`config.mk`:
```
export PLATFORM = sky130hd
export DESIGN_NAME = iss_status_regs
export DESIGN_NICKNAME = d
export VERILOG_FILES = /design/src/rtl/iss_pkg.sv /design/src/rtl/iss_status_regs.sv
export VERILOG_INCLUDE_DIRS = /design/src /design/src/rtl
export SDC_FILE = /design/constraint.sdc
export NUM_CORES = 1
export LEC_CHECK = 0
export BUFFER_PORTS_ARGS = -buffer_cell sky130_fd_sc_hd__buf_4
export CAP_MARGIN = 20
export CORE_ASPECT_RATIO = 0.8
export CORE_MARGIN = 5
export CORE_UTILIZATION = 49
export DETAILED_ROUTE_END_ITERATION = 7
export HOLD_SLACK_MARGIN = 0.06
export MAX_ROUTING_LAYER = met4
export PLACE_DENSITY = 0.79
export SETUP_SLACK_MARGIN = 0.02
export SLEW_MARGIN = 0
export SYNTH_ARGS = -nofsm -noshare
export SYNTH_HDL_FRONTEND = slang
export SYNTH_SLANG_ARGS = --single-unit
```
`constraint.sdc`:
```
create_clock -name clk -period 2.7 [get_ports clk]
set_clock_uncertainty 0.05 [all_clocks]
set_input_delay 0.27 -clock clk [delete_from_list [all_inputs] [get_ports clk]]
set_output_delay 0.27 -clock clk [all_outputs]
set_load 0.05 [all_outputs]
```
`src/rtl/iss_map.svh`:
```
// register offsets, field positions, reset values and timing counts
// assumes inclusion by the register bank and the testbench only
`ifndef ISS_MAP_SVH
`define ISS_MAP_SVH
// register indices; byte address is four times the index
`define ISS_IDX_CHAIN 8'h10
`define ISS_IDX_IFACE 8'h11
`define ISS_IDX_CMD_IDX 8'h11
`define ISS_IDX_TIME 8'h15
`define ISS_IDX_RXHOLD 8'h1b
`define ISS_IDX_EVENT 8'h1c
`define ISS_IDX_RXSTAT 8'h1d
// interface status fields
`define ISS_BIT_UNSOL 0
`define ISS_BIT_STUCK 1
// chain status fields
`define ISS_BIT_CHDONE 7
`define ISS_BIT_CSTATE 5
`define ISS_BIT_POSSDEF 4
`define ISS_BIT_DTXFAIL 3
`define ISS_BIT_PTXFAIL 2
`define ISS_BIT_RXFAIL 1
`define ISS_BIT_RXGOOD 0
// hdlc event fields, all active low
`define ISS_BIT_RXOK 7
`define ISS_BIT_RXERR 6
`define ISS_BIT_TXOK 5
`define ISS_BIT_TXURUN 4
`define ISS_BIT_DISC 3
`define ISS_BIT_RXRDY 2
`define ISS_BIT_TXREQ 1
`define ISS_BIT_ANY 0
// hdlc status fields
`define ISS_BIT_RXIDLE 3
// command register fields and documented command values
`define ISS_BIT_EXEC 7
`define ISS_BIT_STOP 5
`define ISS_BIT_POLL 4
`define ISS_BIT_SPOLL 3
`define ISS_BIT_UNSCH 2
`define ISS_CMD_START_POLL 8'h94
`define ISS_CMD_START 8'h80
`define ISS_CMD_END 8'h84
`define ISS_CMD_STOP 8'h20
`define ISS_CMD_PRIME 8'h00
// reset values
`define ISS_RST_BYTE 8'h00
`define ISS_RST_IDLE8 8'hff
// timing: clock, time byte tick, line idle time
`define ISS_CLK_MHZ 50
`define ISS_TICK_US 66
`define ISS_TICK_CYC (`ISS_TICK_US * `ISS_CLK_MHZ)
`define ISS_IDLE_US 512
`endif

```
`src/rtl/iss_pkg.sv`:
```
// types shared by the status register bank and its surroundings
// assumes iss_map.svh holds the numeric constants
package iss_pkg;
  // poll logic position, codes as read in the chain status field
  typedef enum logic [1:0] {
    CS_IDLE = 2'b00,
    CS_WAIT = 2'b01,
    CS_LOST = 2'b10,
    CS_OWN = 2'b11
  } iss_cstate_type;
  // events reported by the network poll logic
  typedef struct packed {
    logic pollStart;
    logic pollWon;
    logic pollLost;
    logic pollActive;
    logic pollLenBit;
    logic dataLenBit;
    logic cmdTxActive;
    logic rxDataBit;
  } iss_poll_type;
  // events reported by the hdlc receiver
  typedef struct packed {
    logic byteValid;
    logic [7:0] rxByte;
    logic frameEnd;
    logic crcErr;
    logic abortErr;
    logic [2:0] residual;
    logic inFrame;
  } iss_rx_type;
  // memory port used by the sequencer for input and output
  typedef struct packed {
    logic wrEn;
    logic rdReq;
    logic [15:0] addr;
    logic [7:0] wrData;
  } iss_mem_type;
endpackage

```
`src/rtl/iss_status_regs.sv`:
```
// status and command register bank of the i/o sequencer network port
// assumes an ahb-lite master, one clock, synchronous inputs from the
// hdlc receiver/transmitter, the poll logic and the chain engine
//
// Overview of operation
// - unsolicited message end sets flag; host read of that register clears
// - line high for idle time sets stuck flag; any transition clears
// - solicited-to-unsolicited without contend sets done; contend or reverse clears
// - contention field: 00 off, 01 waiting, 10 lost a poll, 11 owner
// - owner sees poll length bit: set default flag; contend cleared resets
// - owner sees data bit on own command frame: set flag; contend cleared resets
// - data length bit during poll sets poll fail; contend cleared resets
// - errored response sets any-fail; new poll or unsol-to-sol clears
// - clean response sets any-good; new poll or unsol-to-sol clears
// - input instruction moves each received byte into dual-port memory
// - event bits seven to three accumulate until the register is read; here bit three is tied high
// - ok-end flag low after clean frame, updated only at closing flag
// - error-end flag low after crc, overrun or abort frame
// - tx done low on clean frame; underrun low when filler inserted
// - rx ready low while byte held; reading holding register sets it
// - tx request low while holding empty; writing a byte sets it
// - summary low when any bit low; read sets; ends instructions
// - receiver idle bit reads zero when no frame in progress
// - after clean frame low status bits count residual bits
// - after errored frame low bits flag abort, overrun, crc
// - byte not taken before the next one is overwritten
// - time byte ticks every 66 us and is appended to valid frames
// - commands 94, 80 start a chain; 84 ends the chain
// - command 20 stops; a 00 is needed before the next command
// - contend bit set makes the poll logic join the next poll
//
// Our own choice: the AHB-Lite register port.
`timescale 1ns/100ps
`include "iss_map.svh"
module iss_status_regs #(
  parameter int IDLE_CYC = `ISS_IDLE_US * `ISS_CLK_MHZ,
  parameter int ADDR_W = 16
) (
  input wire logic clk,
  input wire logic rst,
  // ahb-lite slave
  input wire logic hsel,
  input wire logic [31:0] haddr,
  input wire logic [1:0] htrans,
  input wire logic hwrite,
  input wire logic [2:0] hsize,
  input wire logic [31:0] hwdata,
  input wire logic hready,
  output logic hreadyout,
  output logic hresp,
  output logic [31:0] hrdata,
  // network and hdlc events
  input wire iss_pkg::iss_poll_type pollEv,
  input wire iss_pkg::iss_rx_type rxEv,
  input wire logic rxLine,
  input wire logic unsolMsgEnd,
  input wire logic solicited,
  input wire logic txFrameOk,
  input wire logic txFrameUrun,
  input wire logic txHoldWrite,
  input wire logic txHoldTaken,
  // chain engine
  input wire logic inputInstr,
  input wire logic outputInstr,
  input wire logic instrStart,
  input wire logic [ADDR_W-1:0] instrAddr,
  output iss_pkg::iss_mem_type memPort,
  output logic instrDone,
  output logic [7:0] command,
  output logic chainStart,
  output logic chainStartUnsol,
  output logic chainEnd,
  output logic seqStop,
  output logic joinPoll,
  output logic timeAppend,
  output logic [7:0] timeByte
);
  localparam logic [11:0] TICK_LAST = 12'(`ISS_TICK_CYC - 1);
  localparam int IW = $clog2(IDLE_CYC + 1);

  // decode of a register index from a bus byte address
  function automatic logic [7:0] regIdx(input logic [31:0] a);
    regIdx = a[9:2];
  endfunction

  iss_pkg::iss_cstate_type cstate_q, cstate_d;
  logic [7:0] cmd_q;
  logic armed_q;
  logic unsol_q, stuck_q, chDone_q, possDef_q;
  logic dTxFail_q, pTxFail_q, rxFail_q, rxGood_q;
  logic [IW-1:0] idleCnt_q;
  logic line_q;
  logic [7:0] rxHold_q;
  logic rxFull_q, overrun_q, txFull_q;
  logic [4:0] evt_q; // set means the active-low bit reads zero
  logic [2:0] low3_q;
  logic solic_q;
  logic [11:0] tick_q;
  logic [7:0] time_q;
  logic rdyBuf_q, anyBuf_q, txReqBuf_q;
  logic [ADDR_W-1:0] memAddr_q;
  logic memWe_q;
  logic [7:0] memData_q;
  logic [31:0] rdata_q;
  logic done_q, start_q, startU_q, end_q, stop_q;
  logic tapp_q;

  // ahb address phase decode
  wire addrPh = hsel & htrans[1] & hready;
  wire [7:0] idx = regIdx(haddr);
  wire wrHit = addrPh & hwrite;
  wire rdHit = addrPh & ~hwrite;
  logic dWr_q;
  logic [7:0] dIdx_q;
  // write data arrives one cycle after its address phase
  wire cmdWr = dWr_q & (dIdx_q == `ISS_IDX_CMD_IDX);
  wire [7:0] wv = hwdata[7:0];
  wire rdIface = rdHit & (idx == `ISS_IDX_IFACE);
  wire rdHold = rdHit & (idx == `ISS_IDX_RXHOLD);
  wire rdEvt = rdHit & (idx == `ISS_IDX_EVENT);

  // command decode; a stopped sequencer takes only the prime value
  wire cmdTake = cmdWr & (armed_q | wv == `ISS_CMD_PRIME);
  wire pollNew = wv[`ISS_BIT_POLL];
  wire pollOff = cmdTake & ~pollNew;
  wire pollOn = cmdTake & pollNew & ~cmd_q[`ISS_BIT_POLL];
  wire isStart = cmdTake & wv[`ISS_BIT_EXEC] & ~wv[`ISS_BIT_STOP];
  wire isStop = cmdTake & wv[`ISS_BIT_STOP];
  wire isEnd = cmdTake & (wv == `ISS_CMD_END);

  // mode edges of the chain engine
  wire toUnsol = solic_q & ~solicited;
  wire toSolic = ~solic_q & solicited;
  wire owner = cstate_q == iss_pkg::CS_OWN;

  // receive frame outcome at the closing flag
  wire frmErr = rxEv.crcErr | rxEv.abortErr | overrun_q;
  wire frmOk = rxEv.frameEnd & ~frmErr;
  wire frmBad = rxEv.frameEnd & frmErr;
  wire seqTake = memWe_q; // sequencer fetch empties holding reg
  wire holdTake = rdHold | seqTake;

  // live event bits and the summary
  wire rxRdy_n = ~rxFull_q;
  wire txReq_n = txFull_q;
  wire anyEv_n = ~(|evt_q) & rxRdy_n & txReq_n;
  wire [7:0] evtRd = {~evt_q[4:1], 1'b1, rxRdy_n, txReq_n, anyEv_n};
  wire [7:0] statRd = {4'h0, rxEv.inFrame, low3_q};
  wire [7:0] chainRd = {chDone_q, cstate_q, possDef_q, dTxFail_q,
                        pTxFail_q, rxFail_q, rxGood_q};
  wire [7:0] ifaceRd = {6'h00, stuck_q, unsol_q};

  // read mux for the address phase
  logic [7:0] rdMux;
  always_comb begin
    unique case (idx)
      `ISS_IDX_CHAIN: rdMux = chainRd;
      `ISS_IDX_IFACE: rdMux = ifaceRd;
      `ISS_IDX_TIME: rdMux = time_q;
      `ISS_IDX_RXHOLD: rdMux = rxHold_q;
      `ISS_IDX_EVENT: rdMux = evtRd;
      `ISS_IDX_RXSTAT: rdMux = statRd;
      default: rdMux = 8'h00;
    endcase
  end

  // ahb data phase: zero wait, always okay
  always_ff @(posedge clk) begin
    if (rst) begin
      dWr_q <= 1'b0;
      dIdx_q <= `ISS_RST_BYTE;
      rdata_q <= 32'h0000_0000;
    end else begin
      dWr_q <= wrHit;
      dIdx_q <= idx;
      if (rdHit) begin
        rdata_q <= {24'h00_0000, rdMux};
      end
    end
  end

  // next contention state of the poll logic
  always_comb begin
    cstate_d = cstate_q;
    if (pollOff) begin
      cstate_d = iss_pkg::CS_IDLE;
    end else if (pollOn) begin
      cstate_d = iss_pkg::CS_WAIT;
    end else if (cmd_q[`ISS_BIT_POLL] & pollEv.pollWon) begin
      cstate_d = iss_pkg::CS_OWN;
    end else if (cmd_q[`ISS_BIT_POLL] & pollEv.pollLost) begin
      cstate_d = iss_pkg::CS_LOST;
    end
  end

  // command register and command pulses
  always_ff @(posedge clk) begin
    if (rst) begin
      cmd_q <= `ISS_RST_BYTE;
      armed_q <= 1'b1;
      cstate_q <= iss_pkg::CS_IDLE;
      start_q <= 1'b0;
      startU_q <= 1'b0;
      end_q <= 1'b0;
      stop_q <= 1'b0;
    end else begin
      if (cmdTake) begin
        cmd_q <= wv;
        armed_q <= ~isStop;
      end
      cstate_q <= cstate_d;
      start_q <= isStart & ~isEnd;
      startU_q <= isStart & wv[`ISS_BIT_UNSCH] & ~isEnd;
      end_q <= isEnd;
      stop_q <= isStop;
    end
  end

  // interface status: unsolicited input and stuck line
  always_ff @(posedge clk) begin
    if (rst) begin
      unsol_q <= 1'b0;
      stuck_q <= 1'b0;
      idleCnt_q <= '0;
      line_q <= 1'b0;
    end else begin
      line_q <= rxLine;
      // a message end in the read cycle survives the clear
      unsol_q <= unsolMsgEnd | (unsol_q & ~rdIface);
      if (rxLine != line_q) begin
        idleCnt_q <= '0;
        stuck_q <= 1'b0;
      end else if (rxLine) begin
        if (idleCnt_q != IW'(IDLE_CYC)) begin
          idleCnt_q <= idleCnt_q + 1'b1;
        end else begin
          stuck_q <= 1'b1;
        end
      end
    end
  end

  // chain status flags; each set wins over its clear
  always_ff @(posedge clk) begin
    if (rst) begin
      solic_q <= 1'b0;
      chDone_q <= 1'b0;
      possDef_q <= 1'b0;
      dTxFail_q <= 1'b0;
      pTxFail_q <= 1'b0;
      rxFail_q <= 1'b0;
      rxGood_q <= 1'b0;
    end else begin
      solic_q <= solicited;
      chDone_q <= (toUnsol & ~cmd_q[`ISS_BIT_POLL])
        | (chDone_q & ~pollOn & ~toSolic);
      possDef_q <= (owner & pollEv.pollLenBit)
        | (possDef_q & ~pollOff);
      dTxFail_q <= (owner & pollEv.cmdTxActive & pollEv.rxDataBit)
        | (dTxFail_q & ~pollOff);
      pTxFail_q <= (pollEv.pollActive & pollEv.dataLenBit)
        | (pTxFail_q & ~pollOff);
      rxFail_q <= frmBad
        | (rxFail_q & ~pollEv.pollStart & ~toSolic);
      rxGood_q <= frmOk
        | (rxGood_q & ~pollEv.pollStart & ~toSolic);
    end
  end

  // receive holding register with overrun tracking
  always_ff @(posedge clk) begin
    if (rst) begin
      rxHold_q <= `ISS_RST_BYTE;
      rxFull_q <= 1'b0;
      overrun_q <= 1'b0;
      txFull_q <= 1'b0;
    end else begin
      if (rxEv.byteValid) begin
        rxHold_q <= rxEv.rxByte;
      end
      rxFull_q <= rxEv.byteValid | (rxFull_q & ~holdTake);
      if (rxEv.frameEnd) begin
        overrun_q <= 1'b0;
      end else if (rxEv.byteValid & rxFull_q & ~holdTake) begin
        overrun_q <= 1'b1;
      end
      txFull_q <= txHoldWrite | (txFull_q & ~txHoldTaken);
    end
  end

  // accumulated event bits seven to four, cleared by a read; bit three is never set and reads one
  wire [4:0] evtSet = {frmOk, frmBad, txFrameOk, txFrameUrun, 1'b0};
  always_ff @(posedge clk) begin
    if (rst) begin
      evt_q <= 5'h00;
      low3_q <= 3'h7;
    end else begin
      evt_q <= evtSet | (evt_q & ~{5{rdEvt}});
      if (frmOk) begin
        low3_q <= rxEv.residual;
      end else if (frmBad) begin
        low3_q <= ~{rxEv.abortErr, overrun_q, rxEv.crcErr};
      end
    end
  end

  // buffered copies pace the input and output instructions
  always_ff @(posedge clk) begin
    if (rst) begin
      rdyBuf_q <= 1'b1;
      anyBuf_q <= 1'b1;
      txReqBuf_q <= 1'b1;
    end else begin
      rdyBuf_q <= rxRdy_n;
      anyBuf_q <= anyEv_n;
      txReqBuf_q <= txReq_n;
    end
  end

  // store a received byte into dual-port memory per buffered ready
  wire doStore = inputInstr & ~rdyBuf_q & rxFull_q & ~memWe_q;
  always_ff @(posedge clk) begin
    if (rst) begin
      memAddr_q <= '0;
      memWe_q <= 1'b0;
      memData_q <= `ISS_RST_BYTE;
      done_q <= 1'b0;
    end else begin
      memWe_q <= doStore;
      if (doStore) begin
        memData_q <= rxHold_q;
      end
      if (instrStart) begin
        memAddr_q <= instrAddr;
      end else if (memWe_q) begin
        memAddr_q <= memAddr_q + 1'b1;
      end
      done_q <= (inputInstr | outputInstr) & ~anyBuf_q
        & ~done_q;
    end
  end

  // free-running time byte and its append strobe
  always_ff @(posedge clk) begin
    if (rst) begin
      tick_q <= 12'h000;
      time_q <= `ISS_RST_BYTE;
      tapp_q <= 1'b0;
    end else begin
      if (tick_q == TICK_LAST) begin
        tick_q <= 12'h000;
        time_q <= time_q + 8'h01;
      end else begin
        tick_q <= tick_q + 12'h001;
      end
      tapp_q <= frmOk;
    end
  end

  // outputs
  assign hreadyout = 1'b1;
  assign hresp = 1'b0;
  assign hrdata = rdata_q;
  assign memPort.wrEn = memWe_q;
  assign memPort.rdReq = outputInstr & ~txReqBuf_q;
  assign memPort.addr = 16'(memAddr_q);
  assign memPort.wrData = memData_q;
  assign instrDone = done_q;
  assign command = cmd_q;
  assign chainStart = start_q;
  assign chainStartUnsol = startU_q;
  assign chainEnd = end_q;
  assign seqStop = stop_q;
  assign joinPoll = cmd_q[`ISS_BIT_POLL] & ~owner;
  assign timeAppend = tapp_q;
  assign timeByte = time_q;
  wire unusedBits = &hsize;
endmodule

```
# Yosys cells after proc, flatten, opt, wreduce, memory -nomap -nowiden

Cells that the tools add are included.
W data, S select, Z words.

Add/sub/neg operators: 4
$mul: 0
Div/mod/pow operators: 0
Magnitude comparators: 0
Equality and inequality tests: 12
Shift-type cells: 0
Mux-type cells: 8
Bitwise operators: 97
Reductions and logical operators: 13

Operators with widths:

| cell                    | count |
|---|---|
| $eq A8 B5 Y1 const B    | 7 |
| $and A1 B1 Y1           | 53 |
| $pmux W8 S6             | 1 |
| $mux W16                | 2 |
| $not A1 Y1              | 25 |
| $add A16 B1 Y16 const B | 1 |
| $add A15 B1 Y15 const B | 1 |
| $ne A15 B15 Y1 const B  | 1 |
| $or A1 B1 Y1            | 14 |
| $add A12 B1 Y12 const B | 1 |
| $eq A12 B12 Y1 const B  | 1 |
| $add A8 B1 Y8 const B   | 1 |
| $eq A8 B8 Y1 const B    | 1 |
| $logic_not A8 Y1        | 1 |
| $reduce_or A2 Y1        | 4 |
| $mux W3                 | 2 |
| $reduce_bool A2 Y1      | 3 |
| $and A5 B5 Y5           | 1 |
| $not A5 Y5              | 1 |
| $or A5 B5 Y5            | 1 |
| $reduce_or A5 Y1        | 1 |
| $mux W2                 | 2 |
| $not A4 Y4              | 1 |
| $reduce_and A2 Y1       | 2 |
| 6 further kinds         | 6 |

Register bits after elaboration: 126
Latch bits: 0
Bits in writable memories: 0
ROM bits: 0
Input port bits: 124
Output and inout bits: 83
Logic and storage cells: 172
Memories: 0

# Depth between registers and ports, before layout

Gate-level depths: netlist of run 1.

Depth after elaboration: 9
Depth in mapped cells: 7
Mapped depth without buffers: 7

# Worst setup path before layout of run 1

No wires, ideal clock.

Path kind: register -> output
Start: reg cmd_q[4], in the netlist command[4]
End: out joinPoll
Data arrival time: 1934 ps
Data required time: 2380 ps
Setup slack: 446 ps
Stages on the path, launching flop included: 2
Path buffers: 0
Path through: dfxtp_1 a21boi_0

Longest elaborated chain between the ends: 1

RTL lines:

| item                   | RTL line               | source |
|---|---|---|
| from (decl)            | iss_status_regs.sv:87  | `logic [7:0] cmd_q;` |
| from (signal assigned) | iss_status_regs.sv:199 | `` cmd_q <= `ISS_RST_BYTE; `` |
| from (signal assigned) | iss_status_regs.sv:208 | `cmd_q <= wv;` |
| $and A1 B1 Y1          | iss_status_regs.sv:374 | `` assign joinPoll = cmd_q[`ISS_BIT_POLL] & ~owner; `` |
| to (decl)              | iss_status_regs.sv:74  | `output logic joinPoll,` |

Every way passes these cells.

# Worst setup path in the final report of run 1

Start: in hwdata[1]
End: reg chDone_q

Longest elaborated chain between the ends: 9

RTL lines:

| item                       | RTL line               | source |
|---|---|---|
| from (decl)                | iss_status_regs.sv:47  | `input wire logic [31:0] hwdata,` |
| $logic_not A8 Y1 (no line) | --                     |  |
| $or A1 B1 Y1 (no line)     | --                     |  |
| $and A1 B1 Y1              | iss_status_regs.sv:123 | `` wire cmdTake = cmdWr & (armed_q \| wv == `ISS_CMD_PRIME); `` |
| $and A1 B1 Y1 (2 in a row) | iss_status_regs.sv:126 | `` wire pollOn = cmdTake & pollNew & ~cmd_q[`ISS_BIT_POLL]; `` |
| $not A1 Y1                 | iss_status_regs.sv:256 | `\| (chDone_q & ~pollOn & ~toSolic);` |
| $and A1 B1 Y1 (2 in a row) | iss_status_regs.sv:256 |  |
| $or A1 B1 Y1               | iss_status_regs.sv:255 | `` chDone_q <= (toUnsol & ~cmd_q[`ISS_BIT_POLL]) `` |
| to (signal assigned)       | iss_status_regs.sv:255 |  |
| to (decl)                  | iss_status_regs.sv:89  | `logic unsol_q, stuck_q, chDone_q, possDef_q;` |

Every way passes these cells.
A chain may end at the register's enable or synchronous reset.

==> flow_summary.json, run 1 <==
{
  "dp.cells": 895,
  "ios": 207,
  "synth_cells": 645,
  "finalSetupTns_ns": 0,
  "wl_per_cell_um": 15.60,
  "worstSetupPathType": "in2reg",
  "fp-row-count": 34,
  "fin_nets": 924,
  "synth_top_family_by_area": "simple AND/OR/NAND/NOR gates",
  "synthFlopType": "dfxtp_1",
  "drive_above_1_share": 0.2252,
  "vias": 5029,
  "grt_pass1_vias": 4929,
  "stdcell_count": 952,
  "finalHoldViolations": 0,
  "num_antenna_cells": 0,
  "ant_nets": 0,
  "min_period_over_period": 0.8452,
  "syn-mean-instance-area_um2": 8.648,
  "die_h_um": 105.4,
  "post-dp-hpwl_um": 10920,
  "synthToLayoutAreaGrowth_pct": 33.71,
  "power_per_cell_area_nw_per_um2": 665.0,
  "setup_viol": 0,
  "h-tree-depth": 4,
  "synth_xor_area_frac": 0.07223,
  "yosysSeqAreaShare": 0.4522,
  "slew_headroom": 0.6239,
  "min_path_type": "in2reg",
  "routed_wirelength_um": 14850,
  "gp_congestion": 0.9198,
  "antenna_found_initial": 0,
  "min_period_ns": 2.282,
  "path_clk_slew_ns": 0.05,
  "yosys.area_share.simple": 0.2488,
  "grt_overflow": 0,
  "synth-adder-area-share": 0.01122,
  "arrival_ns": 2.53,
  "outcome": "completed",
  "drtIter0Drc": 328,
  "synthesis.area_um2": 5578,
  "drcViolationCount": 0,
  "cts_buffers": 17,
  "dieWidth_um": 129.3,
  "ys_ff_latch": 126,
  "critPathLaunchType": "primary input",
  "root_buffer": "clkbuf_16",
  "n_fill_cell": 887,
  "dr_wl_met2_um": 7127,
  "grt_max_degree": 35,
  "maxCapViolCount": 0,
  "worst_ir_drop_vdd_v": 0.0003925,
  "port_buffers": 128,
  "wl_met1_um": 6267,
  "rsz0062_at_grt": "false",
  "top_layer_used": "met4",
  "synth.area.mux_share": 0.05473,
  "viasPerCell": 5.283,
  "async_reset_ff_frac": 0,
  "grt_pass1_wl_um": 23950,
  "cts_sinks": 126,
  "worstMarginPinSlew_ns": 0.5600,
  "wl_met3_um": 1219,
  "yosys_warnings": 0,
  "first_pass_iters": 5,
  "initial_core_util": 0.5062,
  "p_leak_uw": 0.003199,
  "max_freq_mhz": 438.2,
  "clockBufferDepth": 2,
  "maxSlewViolCount": 0,
  "synth_compound_area_frac": 0.09713,
  "ys_types": 53,
  "crit_required_ns": 2.95,
  "coreArea_um2": 11020,
  "path_max_fanout": 3,
  "synth_edf_count": 0,
  "insertion_delay_ns": 0.41,
  "track_usage": 0.2253,
  "die-area_um2": 13630,
  "cts_tree": "yes",
  "cp-end-kind": "register"
}
-- power by group --
part | internal (uW) | total (uW) | switching [uW]
clock network | 1710 | 2510 | 799
logic | 190 | 497 | 306
registers | 1910 | 1960 | 43.6
-- cells in the final DEF, fill, tap and decap left out, types with 2 or more instances in the layout --
| cell type | synthesis | routed |
|---|---|---|
| a21oi_1 | 32 | 32 |
| a22o_1 | 5 | 5 |
| a22oi_1 | 8 | 8 |
| a31oi_1 | 4 | 4 |
| and2_1 | 2 | 2 |
| and3_1 | 11 | 11 |
| buf_4 | 27 | 133 |
| bufinv_16 | 0 | 5 |
| clkbuf_16 | 0 | 17 |
| clkbuf_8 | 0 | 3 |
| clkinv_2 | 0 | 4 |
| conb_1 | 2 | 26 |
| dfxtp_1 | 126 | 126 |
| dlygate4sd3_1 | 0 | 25 |
| ha_1 | 5 | 5 |
| inv_1 | 13 | 13 |
| mux2_2 | 4 | 4 |
| mux2i_1 | 26 | 26 |
| nand2_1 | 71 | 71 |
| nand2b_1 | 2 | 2 |
| nand3_1 | 19 | 19 |
| nand4_1 | 15 | 15 |
| nor2_1 | 98 | 98 |
| nor2b_1 | 12 | 12 |
| nor3_1 | 12 | 12 |
| nor3b_1 | 6 | 6 |
| nor4_1 | 7 | 7 |
| nor4b_1 | 5 | 5 |
| o211a_1 | 2 | 2 |
| o21ai_0 | 28 | 28 |
| or2_2 | 7 | 7 |
| or3_1 | 4 | 4 |
| or4_1 | 2 | 2 |
| xnor2_1 | 16 | 16 |
| xor2_1 | 30 | 30 |
-- flip-flops by register name (all words and copies together), names as in the netlist, 2 cells and up --
name and flops:
idleCnt_q 15, timeByte 8, evt_q 5, command 8
memAddr_q 16, tick_q 12, hrdata 8, dIdx_q 8
cstate_q 2, rxHold_q 8, memData_q 8, low3_q 3
-- per-stage QoR --
step / hold WS (ns) / utilization / cell area (um^2) / setup slack [ns] / power, uW
floorplan: 0.2961 / - / 5668 / 0.4462 / 2315
global placement: 0.3444 / 0.5946 / 6551 / 0.6329 / 2445
CTS: 0.06050 / 0.6769 / 7458 / 0.4816 / 4983
finish: 0.06769 / 0.6769 / 7458 / 0.4179 / 4960
detailed placement: 0.3486 / 0.5946 / 6551 / 0.6131 / 2457
global route: 0.06180 / 0.6769 / 7458 / 0.2291 / 5118
-- area by class of cell --
type,count,area (um^2),share of cell area
Inverter,14,52.55,0.007046
Timing Repair Buffer,158,1249,0.1674
Clock buffer,21,470.5,0.06308
Sequential cell,126,2522,0.3382
Clock inverter,11,186.4,0.02500
Multi-Input combinational cell,478,2798,0.3751
Tap cell,144,180.2,0.02416
-- final timing paths --
check                    start           end  slack [ns]  cells past startpoint
setup / recovery     hwdata[1]      chDone_q        0.42                      7
setup reg to reg  idleCnt_q[0]  idleCnt_q[3]        0.63                      7
hold / removal        rxEv[10]   rxHold_q[3]        0.07                      3
hold reg to reg       anyBuf_q     instrDone        0.35                      1
-- repair_timing --
item                      CTS  global route
hold endpoints to repair   27             0
hold buffers               25             0
gates resized for setup     0             0
buffers inserted            0             0
-- cell families after synthesis --
group	after synthesis
DFF	126
buffers and inverters	65
muxes	30
and+or+nand+nor	283
other	2
xor gates and xnor gates	46
adders and majority gates	5
AOI/OAI and AO/OA	88
-- routing by layer --
layer,GRT usage,vias to the layer above
li1,-,2463
met1,0.2813,2356
met2,0.3499,187
met3,0.07027,23
met4,0.06897,0
met5,-,-
-- cells in the mapped netlist, types with 12 or more instances --
cell type / number / area (um^2)
a21oi_1: 32 / 160.2
buf_4: 27 / 202.7
clkbuf_1: 20 / 75.07
dfxtp_1: 126 / 2522
inv_1: 13 / 48.80
mux2i_1: 26 / 260.3
nand2_1: 71 / 266.5
nand3_1: 19 / 95.09
nand4_1: 15 / 93.84
nor2_1: 98 / 367.9
nor2b_1: 12 / 75.07
nor3_1: 12 / 60.06
o21ai_0: 28 / 140.1
xnor2_1: 16 / 140.1
xor2_1: 30 / 262.8
-- worst max-delay path, cell delays in order --
cell and delay [ns]:
dlygate4sd3_1 0.54, buf_4 0.14, nor4_1 0.50, a21oi_1 0.21
or3_1 0.40, or2_2 0.28, a21o_1 0.18
Power figures use the tool's default switching activity.
==> inputs of run 2 (changes only) <==
CORE_UTILIZATION = 45   (was 49)
PLACE_DENSITY = 0.77   (was 0.79)
clock period = 1.9 ns   (was 2.7 ns; I/O delays follow)
==> flow_summary.json, run 2 (synthesized netlist as in run 1, its figures left out) <==
{
  "wl_per_cell_um": 15.84,
  "slew_headroom": 0.6461,
  "crit_path_top_delay_cell": "or4_4",
  "min_period_over_period": 0.9775,
  "path_max_fanout": 4,
  "top_regs": "memAddr_q x16, idleCnt_q x15, tick_q x12",
  "min_period_ns": 1.857,
  "worstSetupPathType": "reg2reg",
  "die-area_um2": 14740,
  "worst_ir_drop_vdd_v": 0.0006217,
  "power_per_cell_area_nw_per_um2": 884.8,
  "port_buffers": 128,
  "rsz0062_at_grt": "true",
  "fin_area_um2": 7999,
  "max_freq_mhz": 538.4,
  "n_fill_cell": 927,
  "fp-row-count": 36,
  "num_antenna_cells": 0,
  "first_pass_iters": 5,
  "arrival_ns": 2.09,
  "multi_input_area_um2": 2873,
  "grt_overflow": 0,
  "maxSlewViolCount": 0,
  "grt_pass1_vias": 5040,
  "fin_nets": 971,
  "finalHoldViolations": 0,
  "h-tree-depth": 4,
  "r2r_start": "idleCnt_q[4]",
  "ant_nets": 0,
  "viasPerCell": 5.241,
  "cpLargestDelayFamily": "simple AND/OR/NAND/NOR gates",
  "setup.worst_path.start": "idleCnt_q[4]",
  "setup_viol": 0,
  "critPathLaunchType": "register",
  "critPathBufInv": 0,
  "finalSetupTns_ns": 0,
  "drtIter0Drc": 449,
  "regMostFlops": "memAddr_q",
  "path_clk_slew_ns": 0.06,
  "seq_area_um2": 2537,
  "final_cell_mix": "buf_4 (146), dfxtp_1 (116), nor2_1 (97), nand2_1 (71), dlygate4sd3_1 (58)",
  "min_path_type": "in2reg",
  "routed_wirelength_um": 15950,
  "cts_sinks": 126,
  "root_buffer": "clkbuf_16",
  "layout_commonest_cell": "buf_4",
  "track_usage": 0.2183,
  "clockBufferDepth": 2,
  "maxCapViolCount": 0,
  "die_h_um": 109.6,
  "worstPathCellList": "or4_4 -> o41ai_4 -> or3_1 -> xor2_1 -> nor2_1",
  "cts_tree": "yes",
  "insertion_delay_ns": 0.42,
  "grt_max_degree": 46,
  "worstHoldStart": "rxEv[4]",
  "cp-end-kind": "register",
  "cts_buffers": 17,
  "largest_reg_flops": 16,
  "p_leak_uw": 0.003416,
  "ios": 207,
  "gp_congestion": 0.9702,
  "initial_core_util": 0.4586,
  "vias": 5278,
  "drcViolationCount": 0,
  "grt_pass1_wl_um": 24620,
  "antenna_found_initial": 0,
  "critPathMaxStageDelay_ns": 0.53,
  "outcome": "completed",
  "drive_above_1_share": 0.2573,
  "postPlaceCellArea_um2": 6646,
  "worstMarginPinSlew_ns": 0.5296,
  "dieWidth_um": 134.5,
  "coreArea_um2": 12160,
  "crit_required_ns": 2.13,
  "post-dp-hpwl_um": 11110,
  "synthToLayoutAreaGrowth_pct": 43.41
}
[run 2: cell types whose count changed in the layout (fill, tap and decap cells not counted), moves of 3 or more]
cell and change:
nor4b_2 +3, nor4b_1 -3, clkinv_2 -3, dfxtp_2 +9
dfxtp_1 -10, buf_4 +13, dlygate4sd3_1 +33
[run 2: metrics by stage]
step	hold WS, ns	power, uW	setup slack, ns	util	cells
after floorplan	0.2161	3291	0.02873	-	669
after global placement	0.3352	3487	-0.01963	0.5465	912
after detailed placement	0.3395	3503	-0.02071	0.5465	912
after CTS	0.06900	7087	0.02312	0.6487	1003
after global routing	0.1016	7300	-0.04699	0.6577	1007
final	0.08728	7078	0.04276	0.6577	1007
[run 2: worst reg2reg max path: cells and delay by family (launching register included)]
kind | cells | cell delay (ns)
DFF | 1 | 0.35
xor gates and xnor gates | 1 | 0.14
and+or+nand+nor | 3 | 0.75
AOI/OAI and AO/OA | 1 | 0.44
[run 2: final timing paths]
| kind | to | cells after the start | slack [ns] |
|---|---|---|---|
| setup / recovery | idleCnt_q[3] | 5 | 0.04 |
| hold / removal | low3_q[2] | 4 | 0.09 |
| setup reg to reg | idleCnt_q[3] | 5 | 0.04 |
| hold reg to reg | instrDone | 1 | 0.33 |
[run 2: power breakdown]
part	leakage (uW)	switching, uW	internal, uW
Clock	0.000309	1200	2310
Combinational	0.00207	460	326
Sequential	0.00103	64.6	2720
Total	0.00342	1720	5350
[run 2: cell type report]
type | count | share of cell area
multi-input cells | 478 | 0.3591
well taps | 152 | 0.02378
inverters | 14 | 0.006570
repair buffers | 205 | 0.2121
clock buffers | 20 | 0.05835
clock inverters | 12 | 0.02284
flip-flops and latches | 126 | 0.3172
[run 2: repair_timing]
action | 4_1_cts | 5_1_grt
setup buffers | 1 | 4
endpoints found under the hold margin | 65 | 0
setup endpoints to repair | 4 | 28
pin swaps | 1 | 6
gates resized for setup | 3 | 20
hold buffers | 58 | 0
[run 2: routing by layer]
metal / wire length, um / GRT usage / vias up / part of all wire
met5: 0 / - / - / 0
met4: 386 / 0.08721 / 0 / 0.024
met3: 1032 / 0.05581 / 42 / 0.065
met2: 7378 / 0.3275 / 215 / 0.46
met1: 7155 / 0.2841 / 2473 / 0.45
li1: - / - / 2548 / -
